`src/rtl/bsx_pkg.sv`:
```
// Constants and types of the branch, skip and bit execution unit
// Summary of operation
// RQ1 - Indirect call loads PC from Z, three cycles
// RQ2 - Equal operands skip next instruction, flags kept
// RQ3 - Compares subtract, set Z N V C H
// RQ4 - Skip when register bit is zero
// RQ5 - Skip when register bit is one
// RQ6 - Skip when I/O bit reads zero
// RQ7 - Skip when I/O bit reads one
// RQ8 - Branch k plus one on status bit set
// RQ9 - Branch k plus one on status bit clear
// RQ10 - Equal, not-equal, carry branches test Z, C
// RQ11 - Signed greater-or-equal branches when N xor V zero
// RQ12 - Signed less-than branches when N xor V one
// RQ13 - H, T, V, N branches test their flag
// RQ14 - Interrupt enable branches test I flag
// RQ15 - I/O bit set/clear writes bit, two cycles
// RQ16 - Rotates pass through carry, update Z C N V
// RQ17 - Bit store to T, bit load from T
// RQ18 - Dedicated flag ops force only their flag
// RQ19 - Generic flag set/clear writes bit s
// RQ20 - Skip takes two or three cycles by length
// RQ21 - Branch offset is signed two's complement
package bsx_pkg;
    localparam int PC_W = 16;
    localparam int OFS_W = 7;
    localparam int FLAG_C = 0;
    localparam int FLAG_Z = 1;
    localparam int FLAG_N = 2;
    localparam int FLAG_V = 3;
    localparam int FLAG_S = 4;
    localparam int FLAG_H = 5;
    localparam int FLAG_T = 6;
    localparam int FLAG_I = 7;
    localparam logic [7:0] MASK_CMP = 8'h2F;
    localparam logic [7:0] MASK_ROT = 8'h0F;
    localparam logic [7:0] STATUS_REGISTER_RESET = 8'h00;
    localparam logic [PC_W-1:0] PC_RESET = 16'h0000;
    localparam logic [PC_W-1:0] PC_STEP = 16'h0001;
    localparam logic [PC_W-1:0] PC_SKIP_ONE = 16'h0002;
    localparam logic [PC_W-1:0] PC_SKIP_TWO = 16'h0003;
    localparam logic [1:0] CYC_SINGLE = 2'h1;
    localparam logic [1:0] CYC_INDIRECT_CALL = 2'h3;
    localparam logic [1:0] CYC_IO_BIT = 2'h2;
    localparam logic [1:0] CYC_BR_TAKEN = 2'h2;
    localparam logic [1:0] CYC_SKIP_ONE = 2'h2;
    localparam logic [1:0] CYC_SKIP_TWO = 2'h3;
    typedef enum logic [4:0] {
        OP_NOP    = 5'h00, OP_INDIRECT_CALL = 5'h01, OP_COMPARE_SKIP_EQUAL  = 5'h02, OP_CP   = 5'h03,
        OP_CPC    = 5'h04, OP_CPI   = 5'h05, OP_SKIP_REG_BIT_CLEAR  = 5'h06, OP_SKIP_REG_BIT_SET = 5'h07,
        OP_SKIP_IO_BIT_CLEAR   = 5'h08, OP_SKIP_IO_BIT_SET  = 5'h09, OP_BRANCH_STATUS_BIT_SET  = 5'h0A, OP_BRANCH_STATUS_BIT_CLEAR = 5'h0B,
        OP_BRANCH_SIGNED_GE   = 5'h0C, OP_BRANCH_SIGNED_LESS  = 5'h0D, OP_SETIO = 5'h0E, OP_CLRIO = 5'h0F,
        OP_ROL    = 5'h10, OP_ROR   = 5'h11, OP_BST   = 5'h12, OP_BLD  = 5'h13,
        OP_FSET   = 5'h14, OP_FCLR  = 5'h15
    } bsx_op_e;
endpackage

```
`src/rtl/bsx_alu_if.sv`:
```
// Operand and result bundle between the executor and its flag ALU
`timescale 1ns/1ps
interface bsx_alu_if;
    logic [7:0] op_a;
    logic [7:0] op_b;
    logic       carry_in;
    logic       rotate;
    logic       rot_right;
    logic [7:0] result;
    logic [7:0] flags;
    modport master (output op_a, op_b, carry_in, rotate, rot_right, input result, flags);
    modport alu    (input op_a, op_b, carry_in, rotate, rot_right, output result, flags);
endinterface

```
`src/rtl/bsx_flag_alu.sv`:
```
// Compare subtractor and rotate-through-carry unit with flag results
`timescale 1ns/1ps
module bsx_flag_alu (
    bsx_alu_if.alu alu
);
    import bsx_pkg::*;

    wire [8:0] diff  = {1'b0, alu.op_a} - {1'b0, alu.op_b} - {8'h00, alu.carry_in};
    wire [7:0] rot   = alu.rot_right ? {alu.carry_in, alu.op_a[7:1]} : {alu.op_a[6:0], alu.carry_in};
    wire       rot_c = alu.rot_right ? alu.op_a[0] : alu.op_a[7];
    wire [7:0] res   = alu.rotate ? rot : diff[7:0];
    wire       a7    = alu.op_a[7];
    wire       b7    = alu.op_b[7];
    wire       a3    = alu.op_a[3];
    wire       b3    = alu.op_b[3];
    wire       sub_v = (a7 & ~b7 & ~res[7]) | (~a7 & b7 & res[7]);
    wire       sub_h = (~a3 & b3) | (b3 & res[3]) | (res[3] & ~a3);
    wire       c_out = alu.rotate ? rot_c : diff[8];

    assign alu.result = res;

    // Only Z N V C H positions are meaningful
    always_comb begin
        alu.flags         = 8'h00;
        alu.flags[FLAG_C] = c_out;                                  // RQ16
        alu.flags[FLAG_Z] = (res == 8'h00);                         // RQ3
        alu.flags[FLAG_N] = res[7];
        alu.flags[FLAG_V] = alu.rotate ? (res[7] ^ rot_c) : sub_v;
        alu.flags[FLAG_H] = sub_h;
    end
endmodule // bsx_flag_alu

```
`src/rtl/bsx_exec.sv`:
```
// Executor for call, compare, skip, branch and bit instructions
`timescale 1ns/1ps
module bsx_exec (
    // Clock and reset
    input  wire logic                     CLK_I,
    input  wire logic                     SYS_RST_I,
    // Decoded instruction
    input  wire logic                     OP_VALID_I,
    input  wire bsx_pkg::bsx_op_e         OP_I,
    input  wire logic [2:0]               BIT_I,
    input  wire logic [bsx_pkg::OFS_W-1:0] OFFSET_I,
    input  wire logic [7:0]               IMM_I,
    input  wire logic [4:0]               DST_I,
    input  wire logic [4:0]               IO_ADDR_I,
    input  wire logic                     NEXT_TWO_WORD_I,
    // Operands
    input  wire logic [7:0]               RD_DATA_I,
    input  wire logic [7:0]               RR_DATA_I,
    input  wire logic [bsx_pkg::PC_W-1:0] Z_PTR_I,
    input  wire logic [7:0]               IO_RDATA_I,
    // Core state
    output logic                          READY_O,
    output logic [bsx_pkg::PC_W-1:0]      PC_O,
    output logic [7:0]                    STATUS_REGISTER_O,
    // Working register write
    output logic                          REG_WE_O,
    output logic [4:0]                    REG_ADDR_O,
    output logic [7:0]                    REG_WDATA_O,
    // I/O register write
    output logic                          IO_WE_O,
    output logic [4:0]                    IO_ADDR_O,
    output logic [7:0]                    IO_WDATA_O
);
    import bsx_pkg::*;

    // ----------------------------------------------------------------
    // State
    // ----------------------------------------------------------------
    logic [PC_W-1:0] pc;
    logic [7:0]      status_register;
    logic [1:0]      wait_cnt;
    logic            idle;

    bsx_alu_if alu_bus ();

    bsx_flag_alu u_alu (
        .alu (alu_bus)
    );

    // ----------------------------------------------------------------
    // Decode
    // ----------------------------------------------------------------
    wire accept   = OP_VALID_I & idle;
    wire is_indirect_call = (OP_I == OP_INDIRECT_CALL);
    wire is_compare_skip_equal  = (OP_I == OP_COMPARE_SKIP_EQUAL);
    wire is_cp    = (OP_I == OP_CP);
    wire is_cpc   = (OP_I == OP_CPC);
    wire is_cpi   = (OP_I == OP_CPI);
    wire is_skip_reg_bit_clear  = (OP_I == OP_SKIP_REG_BIT_CLEAR);
    wire is_skip_reg_bit_set  = (OP_I == OP_SKIP_REG_BIT_SET);
    wire is_skip_io_bit_clear  = (OP_I == OP_SKIP_IO_BIT_CLEAR);
    wire is_skip_io_bit_set  = (OP_I == OP_SKIP_IO_BIT_SET);
    wire is_branch_status_bit_set  = (OP_I == OP_BRANCH_STATUS_BIT_SET);
    wire is_branch_status_bit_clear  = (OP_I == OP_BRANCH_STATUS_BIT_CLEAR);
    wire is_branch_signed_ge  = (OP_I == OP_BRANCH_SIGNED_GE);
    wire is_branch_signed_less  = (OP_I == OP_BRANCH_SIGNED_LESS);
    wire is_setio = (OP_I == OP_SETIO);
    wire is_clrio = (OP_I == OP_CLRIO);
    wire is_rol   = (OP_I == OP_ROL);
    wire is_ror   = (OP_I == OP_ROR);
    wire is_bst   = (OP_I == OP_BST);
    wire is_bld   = (OP_I == OP_BLD);
    wire is_fset  = (OP_I == OP_FSET);
    wire is_fclr  = (OP_I == OP_FCLR);
    wire is_cmp   = is_cp | is_cpc | is_cpi;
    wire is_rot   = is_rol | is_ror;
    wire is_iobit = is_setio | is_clrio;

    // ----------------------------------------------------------------
    // Conditions
    // ----------------------------------------------------------------
    wire [7:0] bit_mask  = 8'h01 << BIT_I;
    wire       rr_bit    = RR_DATA_I[BIT_I];
    wire       io_bit    = IO_RDATA_I[BIT_I];
    wire       status_register_bit  = status_register[BIT_I];
    wire       sign_less = status_register[FLAG_N] ^ status_register[FLAG_V];

    wire skip_cond = (is_compare_skip_equal & (RD_DATA_I == RR_DATA_I))   // RQ2
                   | (is_skip_reg_bit_clear & ~rr_bit)                     // RQ4
                   | (is_skip_reg_bit_set & rr_bit)                      // RQ5
                   | (is_skip_io_bit_clear & ~io_bit)                     // RQ6
                   | (is_skip_io_bit_set & io_bit);                     // RQ7

    // Named flag branches reach here as status-bit tests with s set
    wire br_cond = (is_branch_status_bit_set & status_register_bit)                      // RQ8 RQ10 RQ13 RQ14
                 | (is_branch_status_bit_clear & ~status_register_bit)                     // RQ9
                 | (is_branch_signed_ge & ~sign_less)                    // RQ11
                 | (is_branch_signed_less & sign_less);                    // RQ12

    // ----------------------------------------------------------------
    // Program counter
    // ----------------------------------------------------------------
    wire [PC_W-1:0] off_ext   = {{(PC_W-OFS_W){OFFSET_I[OFS_W-1]}}, OFFSET_I}; // RQ21
    wire [PC_W-1:0] pc_seq    = pc + PC_STEP;
    wire [PC_W-1:0] pc_skip   = pc + (NEXT_TWO_WORD_I ? PC_SKIP_TWO : PC_SKIP_ONE);
    wire [PC_W-1:0] pc_branch = pc_seq + off_ext;

    wire [PC_W-1:0] next_pc = is_indirect_call  ? Z_PTR_I                          // RQ1
                            : skip_cond ? pc_skip
                            : br_cond   ? pc_branch
                            : pc_seq;

    // ----------------------------------------------------------------
    // Cycle count
    // ----------------------------------------------------------------
    wire [1:0] cycles = is_indirect_call  ? CYC_INDIRECT_CALL                               // RQ1
                      : is_iobit  ? CYC_IO_BIT                              // RQ15
                      : skip_cond ? (NEXT_TWO_WORD_I ? CYC_SKIP_TWO : CYC_SKIP_ONE) // RQ20
                      : br_cond   ? CYC_BR_TAKEN
                      : CYC_SINGLE;
    wire [1:0] next_wait = cycles - CYC_SINGLE;

    // ----------------------------------------------------------------
    // Flag ALU operands
    // ----------------------------------------------------------------
    assign alu_bus.op_a      = RD_DATA_I;
    assign alu_bus.op_b      = is_cpi ? IMM_I : RR_DATA_I;                  // RQ3
    assign alu_bus.carry_in  = (is_cpc | is_rot) & status_register[FLAG_C];            // RQ3 RQ16
    assign alu_bus.rotate    = is_rot;
    assign alu_bus.rot_right = is_ror;

    // ----------------------------------------------------------------
    // Status register update
    // ----------------------------------------------------------------
    wire [7:0] upd_mask = is_cmp  ? MASK_CMP                                // RQ3
                        : is_rot  ? MASK_ROT                                // RQ16
                        : is_bst  ? (8'h01 << FLAG_T)                       // RQ17
                        : (is_fset | is_fclr) ? bit_mask                    // RQ18 RQ19
                        : 8'h00;
    wire [7:0] upd_val  = (is_cmp | is_rot) ? alu_bus.flags
                        : is_bst  ? {8{rr_bit}}
                        : is_fset ? 8'hFF
                        : 8'h00;
    wire [7:0] next_status_register = (status_register & ~upd_mask) | (upd_val & upd_mask);

    // ----------------------------------------------------------------
    // Register and I/O write data
    // ----------------------------------------------------------------
    wire [7:0] bld_val  = status_register[FLAG_T] ? (RD_DATA_I | bit_mask) : (RD_DATA_I & ~bit_mask); // RQ17
    wire [7:0] reg_val  = is_rot ? alu_bus.result : bld_val;
    wire [7:0] io_val   = is_setio ? (IO_RDATA_I | bit_mask) : (IO_RDATA_I & ~bit_mask); // RQ15
    wire       reg_wr   = accept & (is_rot | is_bld);
    wire       io_wr    = accept & is_iobit;

    // ----------------------------------------------------------------
    // Sequencing
    // ----------------------------------------------------------------
    always_ff @(posedge CLK_I or posedge SYS_RST_I) begin
        if (SYS_RST_I) begin
            pc       <= PC_RESET;
            status_register     <= STATUS_REGISTER_RESET;
            wait_cnt <= 2'h0;
            idle     <= 1'b1;
        end else if (accept) begin
            pc       <= next_pc;
            status_register     <= next_status_register;
            wait_cnt <= next_wait;
            idle     <= (next_wait == 2'h0);
        end else if (wait_cnt != 2'h0) begin
            wait_cnt <= wait_cnt - 2'h1;
            idle     <= (wait_cnt == 2'h1);
        end
    end

    // ----------------------------------------------------------------
    // Write strobes
    // ----------------------------------------------------------------
    always_ff @(posedge CLK_I or posedge SYS_RST_I) begin
        if (SYS_RST_I) begin
            REG_WE_O    <= 1'b0;
            REG_ADDR_O  <= 5'h00;
            REG_WDATA_O <= 8'h00;
            IO_WE_O     <= 1'b0;
            IO_ADDR_O   <= 5'h00;
            IO_WDATA_O  <= 8'h00;
        end else begin
            REG_WE_O    <= reg_wr;
            REG_ADDR_O  <= DST_I;
            REG_WDATA_O <= reg_val;
            IO_WE_O     <= io_wr;
            IO_ADDR_O   <= IO_ADDR_I;
            IO_WDATA_O  <= io_val;
        end
    end

    assign READY_O = idle;
    assign PC_O    = pc;
    assign STATUS_REGISTER_O  = status_register;

    // ----------------------------------------------------------------
    // Checks
    // ----------------------------------------------------------------
    a_indirect_call_target: assert property ( // RQ1
        @(posedge CLK_I) disable iff (SYS_RST_I)
        accept && is_indirect_call |=> (PC_O == $past(Z_PTR_I)) && !READY_O ##1 !READY_O ##1 READY_O
            && $stable(STATUS_REGISTER_O))
        else $error("indirect call target or length wrong");

    a_compare_skip_equal_skip: assert property ( // RQ2
        @(posedge CLK_I) disable iff (SYS_RST_I)
        accept && is_compare_skip_equal && (RD_DATA_I == RR_DATA_I) && NEXT_TWO_WORD_I
        |=> (PC_O == $past(PC_O) + PC_SKIP_TWO) && (STATUS_REGISTER_O == $past(STATUS_REGISTER_O)))
        else $error("compare skip did not pass two-word instruction");

    a_cmp_zero: assert property ( // RQ3
        @(posedge CLK_I) disable iff (SYS_RST_I)
        accept && is_cp |=> READY_O && (STATUS_REGISTER_O[FLAG_Z] == ($past(RD_DATA_I) == $past(RR_DATA_I)))
            && (STATUS_REGISTER_O[FLAG_C] == ($past(RD_DATA_I) < $past(RR_DATA_I))))
        else $error("compare flags wrong");

    a_skip_reg_bit_clear_skip: assert property ( // RQ4
        @(posedge CLK_I) disable iff (SYS_RST_I)
        accept && is_skip_reg_bit_clear && !rr_bit && !NEXT_TWO_WORD_I |=> PC_O == $past(PC_O) + PC_SKIP_ONE)
        else $error("clear register bit skip missed");

    a_skip_reg_bit_set_stay: assert property ( // RQ5
        @(posedge CLK_I) disable iff (SYS_RST_I)
        accept && is_skip_reg_bit_set && !rr_bit |=> READY_O && (PC_O == $past(PC_O) + PC_STEP))
        else $error("set register bit skip taken wrongly");

    a_skip_io_bit_clear_skip: assert property ( // RQ6
        @(posedge CLK_I) disable iff (SYS_RST_I)
        accept && is_skip_io_bit_clear && !io_bit |=> PC_O != $past(PC_O) + PC_STEP)
        else $error("clear io bit skip missed");

    a_skip_io_bit_set_skip: assert property ( // RQ7
        @(posedge CLK_I) disable iff (SYS_RST_I)
        accept && is_skip_io_bit_set && io_bit |=> PC_O != $past(PC_O) + PC_STEP)
        else $error("set io bit skip missed");

    a_branch_status_bit_set_taken: assert property ( // RQ8
        @(posedge CLK_I) disable iff (SYS_RST_I)
        accept && is_branch_status_bit_set && status_register_bit |=> (PC_O == $past(pc_branch)) && !READY_O ##1 READY_O)
        else $error("status set branch wrong");

    a_branch_status_bit_clear_kept: assert property ( // RQ9
        @(posedge CLK_I) disable iff (SYS_RST_I)
        accept && is_branch_status_bit_clear |=> (STATUS_REGISTER_O == $past(STATUS_REGISTER_O)) && (READY_O == $past(status_register_bit)))
        else $error("status clear branch timing wrong");

    a_signed_br: assert property ( // RQ11
        @(posedge CLK_I) disable iff (SYS_RST_I)
        accept && (is_branch_signed_ge || is_branch_signed_less) |=> (PC_O != $past(PC_O) + PC_STEP)
            == ($past(is_branch_signed_less) == $past(sign_less)))
        else $error("signed branch decision wrong");

    a_io_bit_wr: assert property ( // RQ15
        @(posedge CLK_I) disable iff (SYS_RST_I)
        accept && is_iobit |=> IO_WE_O && (IO_WDATA_O[$past(BIT_I)] == $past(is_setio)) && !READY_O
            ##1 !IO_WE_O && READY_O)
        else $error("io bit write wrong");

    a_rol_carry: assert property ( // RQ16
        @(posedge CLK_I) disable iff (SYS_RST_I)
        accept && is_rol |=> REG_WE_O && (STATUS_REGISTER_O[FLAG_C] == $past(RD_DATA_I[7]))
            && (REG_WDATA_O[0] == $past(status_register[FLAG_C])))
        else $error("rotate left through carry wrong");

    a_bst_copy: assert property ( // RQ17
        @(posedge CLK_I) disable iff (SYS_RST_I)
        accept && is_bst |=> STATUS_REGISTER_O[FLAG_T] == $past(rr_bit))
        else $error("bit store to transfer flag wrong");

    a_flag_only: assert property ( // RQ18
        @(posedge CLK_I) disable iff (SYS_RST_I)
        accept && (is_fset || is_fclr) |=> READY_O
            && (STATUS_REGISTER_O == (($past(STATUS_REGISTER_O) & ~$past(bit_mask)) | ($past(is_fset) ? $past(bit_mask) : 8'h00))))
        else $error("flag set or clear touched other bits");

    a_skip_long: assert property ( // RQ20
        @(posedge CLK_I) disable iff (SYS_RST_I)
        accept && skip_cond && NEXT_TWO_WORD_I |=> !READY_O [*2] ##1 READY_O)
        else $error("two-word skip length wrong");
endmodule // bsx_exec

```
`config.mk`:
```
export PLATFORM = sky130hd
export DESIGN_NAME = bsx_exec
export DESIGN_NICKNAME = d
export VERILOG_FILES = /design/src/rtl/bsx_pkg.sv /design/src/rtl/bsx_alu_if.sv /design/src/rtl/bsx_flag_alu.sv /design/src/rtl/bsx_exec.sv
export SDC_FILE = /design/constraint.sdc
export NUM_CORES = 1
export LEC_CHECK = 0
export ABC_AREA = 0
export BUFFER_PORTS_ARGS = -buffer_cell sky130_fd_sc_hd__buf_2
export CAP_MARGIN = 20
export CORE_UTILIZATION = 35
export CTS_CLUSTER_SIZE = 25
export DETAILED_ROUTE_END_ITERATION = 7
export HOLD_SLACK_MARGIN = 0.1
export PLACE_DENSITY = 0.66
export SETUP_SLACK_MARGIN = 0.1
export SYNTH_ARGS = -nofsm -noshare
export SYNTH_HDL_FRONTEND = slang
export SYNTH_SLANG_ARGS = --single-unit
```
`constraint.sdc`:
```
create_clock -name CLK_I -period 3.8 [get_ports CLK_I]
set_input_delay 0.19 -clock CLK_I [delete_from_list [all_inputs] [get_ports CLK_I]]
set_output_delay 0.19 -clock CLK_I [all_outputs]
set_load 0.01 [all_outputs]
```
==> impl_metrics.toml, run 1 <==
[run_status]
status = "finished clean"

[grt]
grt.overflow.total = 0
grt_pass1_vias = 5158
antenna_found_initial = 1
grtUsageTotal_pct = 21.15
grt_first_pass_wirelength_mm = 26.47
grt_max_degree = 56

[drt]
drc_errors = 0
avgRoutedWirePerCell_um = 16.82
drtAntennaViolNets = 0
drt_iter0_drc = 439
first_pass_iters = 5
avgViaCountPerCell = 5.553
drt_wl_total_mm = 16.67
vias = 5503

[layout]
antennaDiodeCount = 0
final_cells = 991
multi_input_area_sq_um = 3737
layout-drive-gt1-share_pct = 23.66
fillers = 1503
regArea_sq_um = 1378
nets = 918
area_delta_synth_final_pct = 21.76
layout_commonest_cell = "buf_2"
final_cell_mix = "buf_2 (129), nand2_1 (59), dfrtp_1 (54)"

[worst_setup_path]
critPathCaptureType = "flop"
critPathLaunchType = "flop"
path_class = "reg2reg"
r2r_slack_ns = 0.49
critPathLaunch = "PC_O[1]"
r2r-start = "PC_O[1]"
crit_fanout = 9
r2r_cells = 12
cp.arrival_ns = 3.50
worstPathRequired_ns = 3.99
regToRegEndpoint = "PC_O[15]"

[synth]
ys_warn_count = 0
syn_nets = 785
synth-main-ff-cell = "dfrtp_1"
synth_top_family_by_area = "simple AND/OR/NAND/NOR gates"
synthXorXnorAreaFrac_pct = 8.068
async_flop_share_pct = 100.0
yosys.area.top_type_share_pct = 24.90
ys_types = 67
synthCells = 669
synthAdderAreaFrac_pct = 9.405
ys_seq_area_share_pct = 25.38
syn_area_per_cell_sq_um = 8.113
synth_mux_area_share_pct = 10.26
synth_compound_area_share_pct = 20.33
synthSimpleGateAreaFrac_pct = 20.68
synth_area_leader_cell = "dfrtp_1"
yosys_register_bits = 55
syn_area_sq_um = 5428
synthTopCellsByArea = "dfrtp_1 (25%), ha_1 (8.3%), mux2i_1 (5.3%)"
synth_edf_count = 0

[clocking]
postCtsSetupRepairBufs = 0
cts_tree = "yes"
cts_made_buffers = 5
clock_latency_ns = 0.31
h-tree-depth = 2
clock_path_buffers = 2
cts.sinks = 55
cts_root_buf = "clkbuf_16"
clkSlewWorstSetupHoldPaths_ns = 0.08

[placement]
dp_cells = 972
routabilityCongestion = 0.9468
hpwl_mm = 12.56
io_buffers = 129

[floorplanning]
start_util_pct = 35.84
die_w_um = 126.5
rows = 45
dieArea_sq_um = 16010
core_area_sq_um = 15150
io_pins = 130
die_height_um = 126.5

[sta]
slew_violations = 0
fmax_mhz = 301.7
finalSetupViolations = 0
relSlewSlack_pct = 50.13
clock-skew-final_ns = 0.008193
period_minus_slack_ns = 3.314
worst_pin_slew_ns = 0.7481
finalHoldViolCount = 0
fin_tns_setup_ns = 0
period_share_pct = 87.21
rsz0062_at_grt = "no"
holdWs_ns = 0.1002

[pwr]
switching_power_mw = 1.470
leakagePower_nw = 3.127
power_frac_seq_pct = 27.7
pwr-share-clk_pct = 17.0
internal_power_mw = 1.872
switching_share_pct = 43.99
power_frac_comb_pct = 55.3
vdd_drop_max_mv = 0.2162
p_per_area_nw_per_um2 = 505.8

[job]
drv_cap = 0

[worst_hold_path]
worstHoldPathType = "in2async"
==> layout make-up <==
cell class,count,area share [%]
flip-flops and latches,55,20.84
inverters,44,2.499
repair buffers,160,13.90
well taps,188,3.559
multi-input cells,536,56.55
clock inverters,3,0.7573
clock buffers,5,1.893
==> what timing repair did <==
item,CTS,global route
hold buffers,11,0
endpoints found under the hold margin,11,0
resized for setup,0,0
==> how the worst max path moves through the flow <==
stage	endpoint	slack, ns	depth (start not counted)
finish	PC_O[15]	0.49	12
global route	flop	0.18	14
CTS	PC_O[15]	0.52	12
detailed placement	flop	0.22	14
global placement	flop	0.30	14
floorplan	flop	0.39	15
==> routing by layer <==
metal,global-route usage [%],up-vias,wire (um)
met2,35.78,208,7831
met4,8.221,2,333
met1,27.03,2597,7442
met3,3.290,27,1052
li1,-,2669,-
met5,0,-,9
==> power by group through the flow <==
| stage | Combinational, mW | Sequential [mW] | Clock (mW) |
|---|---|---|---|
| 2_1_floorplan | 1.32 | 0.897 | 0 |
| 3_3_place_gp | 1.80 | 0.931 | 0 |
| 3_5_place_dp | 1.81 | 0.935 | 0 |
| 4_1_cts | 1.84 | 0.922 | 0.591 |
| 5_1_grt | 2.05 | 0.954 | 0.612 |
| 6_report | 1.85 | 0.926 | 0.567 |
==> stage by stage <==
step	instance area [sq um]	setup slack (ns)	power (mW)	utilization (%)
after detailed placement	6324	0.2211	2.749	41.75
after CTS	6609	0.5168	3.350	43.63
after floorplan	5428	0.3875	2.221	-
final	6609	0.4859	3.343	43.63
after global placement	6324	0.2955	2.732	41.75
after global routing	6609	0.1827	3.616	43.63
==> Yosys cell counts (all sizes together), types with 7 or more instances <==
library cell  count
xor2             21
dfrtp            54
ha               36
a21o              8
xnor2            29
clkbuf           18
mux2i            29
o211ai           13
inv              44
and3             13
buf              16
a21oi            45
nor3             12
or3               7
nand2b           10
nand4             8
nor2             47
a31oi             8
mux2             19
nand2            59
o21ai            49
a211oi            7
nor2b             8
nand3            25
==> critical path: stages, from the launching register on <==
cell and delay, ns:
dfrtp_1 0.54, ha_1 0.31, nand2_1 0.16, or3_1 0.45, xnor2_1 0.21, ha_1 0.33
a21o_1 0.20, a21oi_1 0.19, nand3_1 0.10, o21ai_0 0.23, xnor2_1 0.17, mux2i_1 0.20
o211ai_1 0.10
==> cells by family (layout without fill, tap and decap cells) <==
kind of cell / Yosys count / in the layout
DFF: 55 / 55
muxes: 50 / 50
xor gates and xnor gates: 50 / 50
AOI/OAI and AO/OA: 175 / 175
and+or+nand+nor: 222 / 222
adders and majority gates: 39 / 39
buffers and inverters: 78 / 212
No activity file was read; power rests on OpenSTA's default activity.
==> run 2, diff against run 1 <==
CORE_UTILIZATION = 38   (was 35)
PLACE_DENSITY = 0.7   (was 0.66)
==> impl_metrics.toml, run 2 (synthesis gave the netlist of run 1 again) <==
[run_status]
status = "finished clean"

[worst_setup_path]
critPathCaptureType = "flop"
crit_top_cell = "ha_1"
crit_buf_inv = 0
slowest_delay_ns = 0.53
crit_fanout = 9
worstPathRequired_ns = 3.97
critPathSlowestCell = "or4_1"
crit_family = "compound AO/OA/AOI/OAI gates"
cp.arrival_ns = 3.55
path_class = "reg2reg"
crit_chain = "ha_1 -> nand3_1 -> xnor2_1 -> ha_1 -> a21oi_1 -> o22ai_1 -> o211ai_1 -> a211oi_1 -> or4_1 -> o2111ai_1 -> o221ai_2"
critPathLaunchType = "flop"

[layout]
nets = 915
final_util_pct = 47.21
final_cell_mix = "buf_2 (129), nand2_1 (59), dfrtp_1 (54)"
area_delta_synth_final_pct = 20.72
final_cells = 980
layout_commonest_cell = "buf_2"
antennaDiodeCount = 0
layout-drive-gt1-share_pct = 23.50
fillers = 1392

[grt]
grt.overflow.total = 0
grt_max_degree = 31
grt_first_pass_wirelength_mm = 25.61
grtUsageTotal_pct = 22.12
antenna_found_initial = 0
grt_pass1_vias = 5079

[placement]
io_buffers = 129
dp_cells = 961
routabilityCongestion = 0.9070
hpwl_mm = 12.42

[clocking]
cts.sinks = 55
postCtsSetupRepairBufs = 0
clkSlewWorstSetupHoldPaths_ns = 0.07
cts_root_buf = "clkbuf_16"
clock_path_buffers = 2
cts_made_buffers = 5
cts_tree = "yes"
h-tree-depth = 2
clock_latency_ns = 0.30

[sta]
finalHoldViolCount = 0
period_share_pct = 89.08
fmax_mhz = 295.4
clock-skew-final_ns = 0.007018
worst_pin_slew_ns = 0.7791
period_minus_slack_ns = 3.385
finalSetupViolations = 0
relSlewSlack_pct = 47.93
rsz0062_at_grt = "no"
slew_violations = 0
holdWs_ns = 0.1286
fin_tns_setup_ns = 0

[drt]
first_pass_iters = 5
vias = 5473
avgRoutedWirePerCell_um = 16.41
drtAntennaViolNets = 0
avgViaCountPerCell = 5.585
drt_iter0_drc = 441
drc_errors = 0
drt_wl_total_mm = 16.08

[worst_hold_path]
worstHoldPathType = "in2reg"

[floorplanning]
rows = 43
die_w_um = 121.5
die_height_um = 121.5
io_pins = 130
core_area_sq_um = 13880
dieArea_sq_um = 14770
start_util_pct = 39.10

[pwr]
p_total_mw = 3.262
p_per_area_nw_per_um2 = 497.8
leakagePower_nw = 3.105
vdd_drop_max_mv = 0.1688

[job]
drv_cap = 0
## run 2: worst paths after layout
| path | start | end | slack, ns | cells past startpoint |
|---|---|---|---|---|
| setup reg to reg | PC_O[0] | PC_O[12] | 0.41 | 11 |
| setup / recovery | PC_O[0] | PC_O[12] | 0.41 | 11 |
| max in group asynchronous | SYS_RST_I | READY_O | 2.45 | 4 |
| hold / removal | IO_RDATA_I[2] | IO_WDATA_O[2] | 0.13 | 3 |
| min in group asynchronous | SYS_RST_I | IO_ADDR_O[0] | 0.49 | 3 |
| hold reg to reg | READY_O | READY_O | 0.50 | 2 |
## run 2: where the power goes
part           internal, mW  switching, mW
combinational         0.825          0.993
clock                 0.269          0.231
sequential            0.717          0.227
total                  1.81           1.45
## run 2: tightest hold or removal path: cells and delay by family
kind	cells	cell delay, ns
buffers and inverters	1	0.09
AO/OA/AOI/OAI	1	0.06
AND/OR/NAND/NOR	1	0.04
## run 2: layout make-up
class,instances,area (sq um),share of cell area (%)
multi-input combinational,536,3742,57.11
clock inverter,2,20.02,0.3055
inverter,44,165.2,2.521
tap,180,225.2,3.437
timing repair buffer,157,883.3,13.48
clock buffer,6,138.9,2.120
sequential,55,1378,21.02
## run 2: what timing repair did
| item | CTS | global route |
|---|---|---|
| hold buffers | 11 | 0 |
| setup endpoints to repair | 0 | 1 |
| gates resized for setup | 0 | 1 |
| hold endpoints to repair | 36 | 0 |
## run 2: metal layers
| metal | wire length [um] | GRT usage, % | up-vias |
|---|---|---|---|
| li1 | - | - | 2674 |
| met1 | 7149 | 29.34 | 2563 |
| met2 | 7604 | 37.18 | 208 |
| met3 | 1039 | 3.383 | 28 |
| met4 | 287 | 6.019 | 0 |
| met5 | 0 | 0 | - |
## run 2: per-stage QoR
stage	worst slack, ns	area [sq um]
floorplan	0.3875	5428
CTS	0.4310	6548
global placement	0.2918	6279
finish	0.4150	6553
detailed placement	0.1219	6279
global route	0.1634	6553
